File: src/inc/prs_pkg.sv
// constants, chain layout and state type for the switchover block
// Summary of operation
// - active reference stops toggling: selection moves automatically to the other input if that one is still toggling
// - outputs primary fault, backup fault and which reference is active
// - automatic mode drives the mux select, switching back and forth without limit
// - manual switch request (pin or register) changes the selected reference
// - odd-duty bit balances odd division, e.g. three cycles as 1.5 high, 1.5 low
// - serial reconfiguration chain is exactly 144 bits long
// - seven dividers take 16 count plus 2 control bits; pump and filter 9 each
// - low-count lsb of output divider four is shifted first
// - loop-filter msb is shifted last
// - divider control bits are a bypass bit and an odd-duty select bit
package prs_pkg;

   //////////////////////////////////////////////////////////////////////////////
   // register byte offsets
   localparam logic [5:0] ADDR_CTRL = 6'h00;
   localparam logic [5:0] ADDR_STATUS = 6'h04;
   localparam logic [5:0] ADDR_SCAN_CTRL = 6'h08;
   localparam logic [5:0] ADDR_SCAN_DATA0 = 6'h10;
   localparam int SCAN_WORDS = 5;

   // control and status bit positions, reset values
   localparam int CTRL_AUTO_BIT = 0;
   localparam int CTRL_MANUAL_BIT = 1;
   localparam logic CTRL_AUTO_RESET = 1'b1;
   localparam int SCAN_START_BIT = 0;
   localparam int LAST_WORD_BITS = 16;

   //////////////////////////////////////////////////////////////////////////////
   // chain layout
   localparam int CHAIN_BITS = 144;
   localparam int SEG_BITS = 18;
   localparam int CNT_HALF_BITS = 8;
   localparam int SEG_LOW_POS = 0;
   localparam int SEG_HIGH_POS = 8;
   localparam int SEG_BYPASS_POS = 16;
   localparam int SEG_ODD_POS = 17;
   localparam int SEG_DIV4 = 0;
   localparam int SEG_DIV0 = 4;
   localparam int SEG_FB = 5;
   localparam int SEG_PRE = 6;
   localparam int CP_POS = 126;
   localparam int CP_BITS = 9;
   localparam int LF_POS = 135;
   localparam int LF_BITS = 9;
   localparam logic [143:0] CHAIN_RESET = 144'h0;
   localparam logic [7:0] LAST_BIT_IDX = 8'h8f;

   //////////////////////////////////////////////////////////////////////////////
   // timing: a reference is lost after this long without an edge
   localparam int CLK_MHZ = 200;
   localparam int REF_LOSS_NS = 100;
   localparam int REF_LOSS_CYC_INT = (REF_LOSS_NS * CLK_MHZ + 999) / 1000;
   localparam logic [7:0] REF_LOSS_CYC = 8'(REF_LOSS_CYC_INT);

   // selection state, gray along primary -> backup -> primary
   typedef enum logic [1:0] {
      ST_PRI = 2'b00,
      ST_TO_BKP = 2'b01,
      ST_BKP = 2'b11,
      ST_TO_PRI = 2'b10
   } prs_sel_state_t;

endpackage : prs_pkg

File: src/hw/prs_odd_div.sv
// output divider that counts half periods of the selected reference
`timescale 1ns/1ps
`default_nettype none
module prs_odd_div (
   // clock and reset
   input wire logic clk,
   input wire logic reset,
   // reference half-period strobe and level
   input wire logic half_tick,
   input wire logic ref_level,
   // divider settings
   input wire logic [7:0] high_count,
   input wire logic [7:0] low_count,
   input wire logic bypass,
   input wire logic odd_sel,
   // divided clock
   output logic div_clk
);

   logic phase_q, phase_d;
   logic [8:0] cnt_q, cnt_d;
   logic out_q, out_d;
   logic [8:0] high_half, low_half, limit;

   // odd select trades one half period from high to low time
   always_comb begin
      high_half = {high_count, 1'b0} - {8'h00, odd_sel};
      low_half = {low_count, 1'b0} + {8'h00, odd_sel};
      if (high_half == 9'h000) high_half = 9'h001;
      if (low_half == 9'h000) low_half = 9'h001;
      limit = phase_q ? high_half : low_half;
   end

   // count half periods, flip phase when the current phase is used up
   always_comb begin
      phase_d = phase_q;
      cnt_d = cnt_q;
      out_d = phase_q;
      if (bypass) begin
         out_d = ref_level; // counter skipped
         cnt_d = 9'h000;
      end else if (half_tick) begin
         if (cnt_q + 9'h001 >= limit) begin
            phase_d = ~phase_q;
            cnt_d = 9'h000;
         end else begin
            cnt_d = cnt_q + 9'h001;
         end
      end
   end

   always_ff @(posedge clk) begin
      if (reset) begin
         phase_q <= 1'b0;
         cnt_q <= 9'h000;
         out_q <= 1'b0;
      end else begin
         phase_q <= phase_d;
         cnt_q <= cnt_d;
         out_q <= out_d;
      end
   end

   assign div_clk = out_q;

endmodule : prs_odd_div
`default_nettype wire

File: src/hw/prs_top.sv
// switchover, clock sense and scan chain behind avalon-mm
`timescale 1ns/1ps
`default_nettype none
module prs_top (
   // clock and reset
   input wire logic clk,
   input wire logic reset,
   // references, synchronous levels
   input wire logic primary_ref_in,
   input wire logic backup_ref_in,
   // user switch request, rising edge acts
   input wire logic manual_switch_req,
   // avalon-mm slave
   input wire logic [5:0] avs_address,
   input wire logic avs_read,
   input wire logic avs_write,
   input wire logic [31:0] avs_writedata,
   input wire logic [3:0] avs_byteenable,
   output logic [31:0] avs_readdata,
   output logic avs_waitrequest,
   // switchover status
   output logic primary_ref_fault,
   output logic backup_ref_fault,
   output logic active_ref,
   output logic selected_ref,
   // serial chain out
   output logic scan_data,
   output logic scan_valid,
   output logic scan_busy,
   // applied settings
   output logic div_zero_clk,
   output logic [8:0] charge_pump_setting,
   output logic [8:0] loop_filter_setting
);

   //////////////////////////////////////////////////////////////////////////////
   // helpers

   // byte-lane merge for register writes
   function automatic logic [31:0] merge_bytes(input logic [31:0] old_v,
                                               input logic [31:0] new_v,
                                               input logic [3:0] be);
      logic [31:0] r;
      r = old_v;
      for (int i = 0; i < 4; i++) begin
         if (be[i]) r[8*i +: 8] = new_v[8*i +: 8];
      end
      return r;
   endfunction : merge_bytes

   // one divider segment, divider four at the chain head
   function automatic logic [17:0] seg_of(input logic [143:0] chain, input int idx);
      return chain[idx*prs_pkg::SEG_BITS +: prs_pkg::SEG_BITS];
   endfunction : seg_of

   //////////////////////////////////////////////////////////////////////////////
   // clock sense

   logic [1:0] ref_now, ref_last_q, ref_last_d;
   logic [1:0] fault_q, fault_d;
   logic [7:0] idle_q [2];
   logic [7:0] idle_d [2];

   assign ref_now = {backup_ref_in, primary_ref_in};

   // idle for the loss time sets the flag; an edge clears it
   always_comb begin
      ref_last_d = ref_now;
      for (int i = 0; i < 2; i++) begin
         idle_d[i] = idle_q[i];
         fault_d[i] = fault_q[i];
         if (ref_now[i] != ref_last_q[i]) begin
            idle_d[i] = 8'h00;
            fault_d[i] = 1'b0;
         end else if (idle_q[i] >= prs_pkg::REF_LOSS_CYC - 8'h01) begin
            fault_d[i] = 1'b1; // stopped toggling
         end else begin
            idle_d[i] = idle_q[i] + 8'h01;
         end
      end
   end

   always_ff @(posedge clk) begin
      if (reset) begin
         ref_last_q <= 2'b00;
         fault_q <= 2'b00;
         idle_q[0] <= 8'h00;
         idle_q[1] <= 8'h00;
      end else begin
         ref_last_q <= ref_last_d;
         fault_q <= fault_d;
         idle_q[0] <= idle_d[0];
         idle_q[1] <= idle_d[1];
      end
   end

   //////////////////////////////////////////////////////////////////////////////
   // bus slave: one wait cycle, then the answer

   logic wait_q, wait_d;
   logic [31:0] rdata_q, rdata_d;
   logic auto_q, auto_d;
   logic sw_switch_q, sw_switch_d;
   logic [31:0] word_q [prs_pkg::SCAN_WORDS];
   logic [31:0] word_d [prs_pkg::SCAN_WORDS];
   logic wr_fire, scan_start;
   logic busy_q, busy_d, active_q, active_d;
   logic [143:0] image;

   assign wr_fire = avs_write && !wait_q;

   // words 0..3 full, last word only its low half
   always_comb begin
      for (int w = 0; w < prs_pkg::SCAN_WORDS - 1; w++) image[w*32 +: 32] = word_q[w];
      image[(prs_pkg::SCAN_WORDS-1)*32 +: prs_pkg::LAST_WORD_BITS] =
         word_q[prs_pkg::SCAN_WORDS-1][prs_pkg::LAST_WORD_BITS-1:0];
   end

   // one wait cycle; read data ready when waitrequest drops
   always_comb begin
      wait_d = 1'b1;
      rdata_d = rdata_q;
      if ((avs_read || avs_write) && wait_q) begin
         wait_d = 1'b0;
         rdata_d = 32'h0000_0000;
         if (avs_read) begin
            if (avs_address == prs_pkg::ADDR_CTRL) begin
               rdata_d[prs_pkg::CTRL_AUTO_BIT] = auto_q;
            end else if (avs_address == prs_pkg::ADDR_STATUS) begin
               rdata_d[3:0] = {busy_q, active_q, fault_q};
            end else if (avs_address == prs_pkg::ADDR_SCAN_CTRL) begin
               rdata_d[prs_pkg::SCAN_START_BIT] = busy_q;
            end else begin
               for (int w = 0; w < prs_pkg::SCAN_WORDS; w++) begin
                  if (avs_address == prs_pkg::ADDR_SCAN_DATA0 + 6'(4*w)) begin
                     rdata_d = (w == prs_pkg::SCAN_WORDS-1) ?
                        {16'h0000, word_q[w][15:0]} : word_q[w];
                  end
               end
            end
         end
      end
   end

   // register writes; manual switch bit is a self-clearing pulse
   always_comb begin
      auto_d = auto_q;
      sw_switch_d = 1'b0;
      scan_start = 1'b0;
      for (int w = 0; w < prs_pkg::SCAN_WORDS; w++) word_d[w] = word_q[w];
      if (wr_fire) begin
         if (avs_address == prs_pkg::ADDR_CTRL) begin
            if (avs_byteenable[0]) begin
               auto_d = avs_writedata[prs_pkg::CTRL_AUTO_BIT];
               sw_switch_d = avs_writedata[prs_pkg::CTRL_MANUAL_BIT];
            end
         end else if (avs_address == prs_pkg::ADDR_SCAN_CTRL) begin
            // a start while shifting is ignored
            scan_start = avs_byteenable[0] && avs_writedata[prs_pkg::SCAN_START_BIT] && !busy_q;
         end else begin
            for (int w = 0; w < prs_pkg::SCAN_WORDS; w++) begin
               if (avs_address == prs_pkg::ADDR_SCAN_DATA0 + 6'(4*w)) begin
                  word_d[w] = merge_bytes(word_q[w], avs_writedata, avs_byteenable);
               end
            end
         end
      end
   end

   always_ff @(posedge clk) begin
      if (reset) begin
         wait_q <= 1'b1;
         rdata_q <= 32'h0000_0000;
         auto_q <= prs_pkg::CTRL_AUTO_RESET;
         sw_switch_q <= 1'b0;
         for (int w = 0; w < prs_pkg::SCAN_WORDS; w++) word_q[w] <= 32'h0000_0000;
      end else begin
         wait_q <= wait_d;
         rdata_q <= rdata_d;
         auto_q <= auto_d;
         sw_switch_q <= sw_switch_d;
         for (int w = 0; w < prs_pkg::SCAN_WORDS; w++) word_q[w] <= word_d[w];
      end
   end

   //////////////////////////////////////////////////////////////////////////////
   // switchover state machine

   prs_pkg::prs_sel_state_t state_q, state_d;
   logic man_last_q, man_last_d;
   logic switch_req;
   logic sel_out_q, sel_out_d;
   logic sel_last_q, sel_last_d;

   // pin edge or register pulse; usable at any frequency ratio
   assign switch_req = (manual_switch_req && !man_last_q) || sw_switch_q;

   // fail over only to a live input, so it can bounce forever
   always_comb begin
      man_last_d = manual_switch_req;
      state_d = state_q;
      case (state_q)
         prs_pkg::ST_PRI: begin
            if (switch_req || (auto_q && fault_q[0] && !fault_q[1])) state_d = prs_pkg::ST_TO_BKP;
         end
         prs_pkg::ST_TO_BKP: begin
            state_d = prs_pkg::ST_BKP;
         end
         prs_pkg::ST_BKP: begin
            if (switch_req || (auto_q && fault_q[1] && !fault_q[0])) state_d = prs_pkg::ST_TO_PRI;
         end
         default: begin
            state_d = prs_pkg::ST_PRI;
         end
      endcase
   end

   // mux select follows the state; output held low one cycle across a swap
   always_comb begin
      active_d = (state_d == prs_pkg::ST_TO_BKP) || (state_d == prs_pkg::ST_BKP);
      if ((state_d == prs_pkg::ST_TO_BKP) || (state_d == prs_pkg::ST_TO_PRI)) begin
         sel_out_d = 1'b0; // avoids a runt pulse from mixing the two inputs
      end else begin
         sel_out_d = active_d ? backup_ref_in : primary_ref_in;
      end
      sel_last_d = sel_out_q;
   end

   always_ff @(posedge clk) begin
      if (reset) begin
         state_q <= prs_pkg::ST_PRI;
         man_last_q <= 1'b0;
         active_q <= 1'b0;
         sel_out_q <= 1'b0;
         sel_last_q <= 1'b0;
      end else begin
         state_q <= state_d;
         man_last_q <= man_last_d;
         active_q <= active_d;
         sel_out_q <= sel_out_d;
         sel_last_q <= sel_last_d;
      end
   end

   //////////////////////////////////////////////////////////////////////////////
   // reconfiguration chain: rotate out 144 bits, then apply

   logic [143:0] shift_q, shift_d;
   logic [143:0] applied_q, applied_d;
   logic [7:0] bit_q, bit_d;
   logic sdata_q, sdata_d;
   logic svalid_q, svalid_d;

   // bit 0 leaves first, bit 143 last
   always_comb begin
      shift_d = shift_q;
      applied_d = applied_q;
      bit_d = bit_q;
      busy_d = busy_q;
      sdata_d = 1'b0;
      svalid_d = 1'b0;
      if (scan_start) begin
         shift_d = image;
         bit_d = 8'h00;
         busy_d = 1'b1;
      end else if (busy_q) begin
         sdata_d = shift_q[0];
         svalid_d = 1'b1;
         shift_d = {shift_q[0], shift_q[143:1]};
         bit_d = bit_q + 8'h01;
         if (bit_q == prs_pkg::LAST_BIT_IDX) begin
            busy_d = 1'b0; // last bit out
            applied_d = shift_d; // rotation restores the full image
         end
      end
   end

   always_ff @(posedge clk) begin
      if (reset) begin
         shift_q <= prs_pkg::CHAIN_RESET;
         applied_q <= prs_pkg::CHAIN_RESET;
         bit_q <= 8'h00;
         busy_q <= 1'b0;
         sdata_q <= 1'b0;
         svalid_q <= 1'b0;
      end else begin
         shift_q <= shift_d;
         applied_q <= applied_d;
         bit_q <= bit_d;
         busy_q <= busy_d;
         sdata_q <= sdata_d;
         svalid_q <= svalid_d;
      end
   end

   //////////////////////////////////////////////////////////////////////////////
   // divider zero from its applied segment

   logic [17:0] div0_seg;
   logic half_tick;

   assign div0_seg = seg_of(applied_q, prs_pkg::SEG_DIV0);
   assign half_tick = sel_out_q ^ sel_last_q;

   prs_odd_div u_div_zero (
      .clk(clk),
      .reset(reset),
      .half_tick(half_tick),
      .ref_level(sel_out_q),
      .high_count(div0_seg[prs_pkg::SEG_HIGH_POS +: prs_pkg::CNT_HALF_BITS]),
      .low_count(div0_seg[prs_pkg::SEG_LOW_POS +: prs_pkg::CNT_HALF_BITS]),
      .bypass(div0_seg[prs_pkg::SEG_BYPASS_POS]),
      .odd_sel(div0_seg[prs_pkg::SEG_ODD_POS]),
      .div_clk(div_zero_clk)
   );

   //////////////////////////////////////////////////////////////////////////////
   // port drives, all from flip-flops

   assign avs_readdata = rdata_q;
   assign avs_waitrequest = wait_q;
   assign primary_ref_fault = fault_q[0];
   assign backup_ref_fault = fault_q[1];
   assign active_ref = active_q;
   assign selected_ref = sel_out_q;
   assign scan_data = sdata_q;
   assign scan_valid = svalid_q;
   assign scan_busy = busy_q;
   assign charge_pump_setting = applied_q[prs_pkg::CP_POS +: prs_pkg::CP_BITS];
   assign loop_filter_setting = applied_q[prs_pkg::LF_POS +: prs_pkg::LF_BITS];

endmodule : prs_top
`default_nettype wire

File: config.mk
export PLATFORM = sky130hd
export DESIGN_NAME = prs_top
export DESIGN_NICKNAME = d
export VERILOG_FILES = /design/src/inc/prs_pkg.sv /design/src/hw/prs_odd_div.sv /design/src/hw/prs_top.sv
export SDC_FILE = /design/constraint.sdc
export NUM_CORES = 1
export LEC_CHECK = 0
export BUFFER_PORTS_ARGS = -buffer_cell sky130_fd_sc_hd__buf_2
export CORE_MARGIN = 5
export CORE_UTILIZATION = 60
export DETAILED_ROUTE_END_ITERATION = 12
export PLACE_DENSITY_LB_ADDON = 0.1
export SLEW_MARGIN = 20
export SYNTH_ARGS = -nofsm -noshare
export SYNTH_HDL_FRONTEND = slang
export SYNTH_HIERARCHICAL = 1
export SYNTH_SLANG_ARGS = --single-unit
File: constraint.sdc
create_clock -name clk -period 2.8 [get_ports clk]
set_input_delay 0.56 -clock clk [delete_from_list [all_inputs] [get_ports clk]]
set_output_delay 0.56 -clock clk [all_outputs]
set_load 0.01 [all_outputs]
==> metrics.csv <==
metric,value,unit
detailed-route DRC error count,0,
Syn Inst Count,1810,
slew of the pin with the lowest slew margin,0.746,ns
list of cells traversed by the critical path,inv_1 > ha_2 > nor3b_4 > nand2_2 > nor2_2 > xor2_1 > mux2i_1 > ha_1 > a21oi_1 > o21ai_1 > a211o_1 > nand3_1 > nor3b_1,
IO Pins,108,
required time at the worst-slack endpoint,3.24,ns
capturing element type of the critical path,register,
number of buffers inserted for hold repair after clock tree synthesis,0,
initial DRC count,1208,
slowest library cell on the worst path,a211o_1,
total congestion overflow,0,
Post-Synthesis Net Count,1876,
maximum number of pins on one net before global-route repair,143,
post-route setup TNS,0,ns
maximum buffer depth of the clock tree,3,
minimum hold slack,0.263,ns
maxcap violations,0,
total count of max-transition violations in the final report,0,
Async SR Flop Fraction,0,
r2r setup slk,0.19,ns
highest fanout seen on the critical path,4,
count of port buffers added during placement,107,
synthesis warning total,6,
global-route met2 utilization,0.428,
count of buffer and inverter cells on the critical path,1,
Reg2Reg Capture Point,u_div_zero/phase_q$_SDFFE_PP0P_,
leakage power of the design,7.42,nW
final worst path period need,2.61,ns
critical setup path kind,reg -> reg,
FF-to-FF path depth,13,
fraction of layout instances using a drive strength above 1,0.145,
"leading cell types in the layout, fill and taps excluded","404 x dfxtp_1, 264 x nand2_1, 207 x a21oi_1",
"EDFF count, synth",0,
HPWL after detailed placement,26.9,mm
"Primary FF master, synth",dfxtp_1,
number of buffers added by the clock tree synthesis step,41,
clock latency on the worst-skew pair,0.53,ns
post-synthesis sequential area ratio,0.483,
Die Outline Area,31600,sq um
Overall Power,11.9,mW
number of nets still failing antenna checks after routing,0,
placed cell area,17500,sq um
global-route wire length before repair,68.7,mm
clock root buffer,clkbuf_16,
average size of a mapped cell,9.32,sq um
Post-Syn Area,16900,sq um
Tightest Hold Check Type,in -> reg,
worst ir drop on vdd,722,uV
post-synthesis register bit count,407,
Vias,13300,
grt peak-use layer,met2,
"most common cell after layout, fill and taps aside",dfxtp_1,
met1 layer usage reported by global route,0.375,
largest delay contributor family on the critical path,simple AND/OR/NAND/NOR gates,
total global routing track utilization,0.266,
nets,1905,
result of the run,"finished, final reports clean",
final clock period utilization by the worst path,0.933,
via count normalized by instance count,5.92,
Placement Rows,61,
height of the chip,178,um
starting density of the core,0.607,
clock tree skew after final layout,0.0146,ns
startpoint kind of the worst setup timing path,register,
x dimension of the die,178,um
origin of the critical flop-to-flop path,applied_q[80]$_SDFFE_PP0P_,
power density normalized to cell area,631,nW/um^2
number of sinks handled by clock tree synthesis,407,
RD Place Congestion,0.852,
GR Layer Usage met3,0.0441,
core area,27800,sq um
Detailed Route WL,42.4,mm
clock tree from TritonCTS,done,
data arrival time of the critical path,3.05,ns
count of H-tree levels built during CTS,2,
final hold violations,0,
number of distinct library cells after synthesis,61,
tightest slew margin relative to the limit,0.502,
CP peak stage delay,0.33,ns
peak clock frequency supported by timing,383,MHz
"Design Area, Final",18900,sq um
clk slew on worst S/H paths,0.06,ns
average wire per standard cell,18.9,um
worst hold path stage count,2,
start point of the critical path,applied_q[80]$_SDFFE_PP0P_,
vias in the first global route,12800,
initial antenna violation count,4,
area added between synthesis and finish,11.8,%
final setup violation count,0,
number of search-and-repair iterations in the first detailed-routing pass,5,
source of the worst hold timing path,manual_switch_req,
hold endpoint,man_last_q$_SDFF_PP0_,
## final cells by class
type,count,area (sq um)
antenna,1,2.50
clock buffer,59,1160
clock inverter,12,168
fill,2351,8920
inverter,12,45.0
multi-input combinational,1236,7980
sequential,407,8150
tap,378,473
timing repair buffer,141,876
## worst max-delay path by stage
stage / slack, ns / depth (start not counted) / endpoint
2_1_floorplan: 0.32 / 12 / u_div_zero/cnt_q[3]$_SDFFE_PP0P_
3_3_place_gp: 0.21 / 12 / u_div_zero/phase_q$_SDFFE_PP0P_
3_5_place_dp: 0.09 / 12 / u_div_zero/phase_q$_SDFFE_PP0P_
4_1_cts: 0.07 / 12 / u_div_zero/phase_q$_SDFFE_PP0P_
5_1_grt: -0.009 / 12 / u_div_zero/cnt_q[7]$_SDFFE_PP0P_
6_report: 0.19 / 13 / u_div_zero/phase_q$_SDFFE_PP0P_
## repair_timing
action                                  CTS  global route
resized for setup                         0             7
endpoints found under the setup margin    0             8
endpoints found under the hold margin     0             0
buffers inserted                          0             1
## report_power, final
group / switching (mW) / internal (mW) / leakage, nW / total, mW
clock network: 2.18 / 3.25 / 0.658 / 5.43
registers: 0.0327 / 5.82 / 3.28 / 5.85
logic: 0.392 / 0.223 / 3.48 / 0.615
total: 2.60 / 9.29 / 7.42 / 11.9
## state kept, by name, indices dropped and copies added (netlist names)
| name | count |
|---|---|
| shift_q | 144 |
| selected_ref | 1 |
| scan_busy | 1 |
| u_div_zero/cnt_q | 9 |
| idle_q | 16 |
| man_last_q | 1 |
| fault_q | 2 |
| auto_q | 1 |
| scan_valid | 1 |
| sel_last_q | 1 |
| u_div_zero/div_clk | 1 |
| bit_q | 8 |
| ref_last_q | 2 |
| scan_data | 1 |
| word_q | 144 |
| u_div_zero/phase_q | 1 |
| active_ref | 1 |
| sw_switch_q | 1 |
| applied_q | 36 |
| avs_readdata | 32 |
| state_q | 2 |
| avs_waitrequest | 1 |
## cell usage after synthesis (all sizes together) (2+ instances only)
master | instances | area (sq um)
o21ai | 25 | 125
inv | 12 | 45.0
nand2b | 9 | 56.3
nor3 | 16 | 85.1
a211o | 3 | 26.3
nor4b | 2 | 30.0
xor2 | 14 | 123
nand2 | 265 | 995
or2 | 5 | 31.3
nor4 | 3 | 40.0
xnor2 | 17 | 156
a22oi | 171 | 1280
nor3b | 7 | 57.6
buf | 72 | 433
and3 | 4 | 25.0
and3b | 2 | 17.5
nor2b | 16 | 100
nand3b | 4 | 30.0
a41oi | 3 | 33.8
mux2i | 145 | 1450
ha | 17 | 213
and2 | 5 | 31.3
nand4 | 22 | 213
dfxtp | 407 | 8150
clkbuf | 83 | 312
a21oi | 207 | 1040
o31ai | 3 | 22.5
nand3 | 28 | 140
mux4 | 31 | 698
nor2 | 193 | 729
a211oi | 2 | 20.0
a221o | 3 | 30.0
## stage by stage
step	instances	utilization	worst slack (ns)
2_1_floorplan	1810	-	0.324
3_3_place_gp	2173	0.630	0.209
3_5_place_dp	2173	0.630	0.0907
4_1_cts	2244	0.678	0.0675
5_1_grt	2246	0.679	-0.00942
6_report	2246	0.679	0.189
## metal layers
layer	vias to the layer above	part of all wire
li1	6428	-
met1	6422	0.45
met2	368	0.47
met3	65	0.059
met4	6	0.020
met5	-	0.00083
## logic make-up (layout without fill, tap and decap cells)
family | count (synthesis) | count (layout) | share of synthesized area
AOI/OAI and AO/OA | 428 | 428 | 0.159
xor gates and xnor gates | 31 | 31 | 0.0165
adders and majority gates | 17 | 17 | 0.0126
buffers and inverters | 167 | 224 | 0.0468
DFF | 407 | 407 | 0.483
muxes | 176 | 176 | 0.127
other | 0 | 1 | 0
and+or+nand+nor | 584 | 584 | 0.155
## worst reg2reg max path, stage by stage (launching register included)
cell and delay [ns]:
dfxtp_1 0.32, inv_1 0.08, ha_2 0.22, nor3b_4 0.25, nand2_2 0.11, nor2_2 0.11, xor2_1 0.15, mux2i_1 0.10
ha_1 0.32, a21oi_1 0.16, o21ai_1 0.11, a211o_1 0.33, nand3_1 0.09, nor3b_1 0.18
No activity file was read; power rests on OpenSTA's default activity.
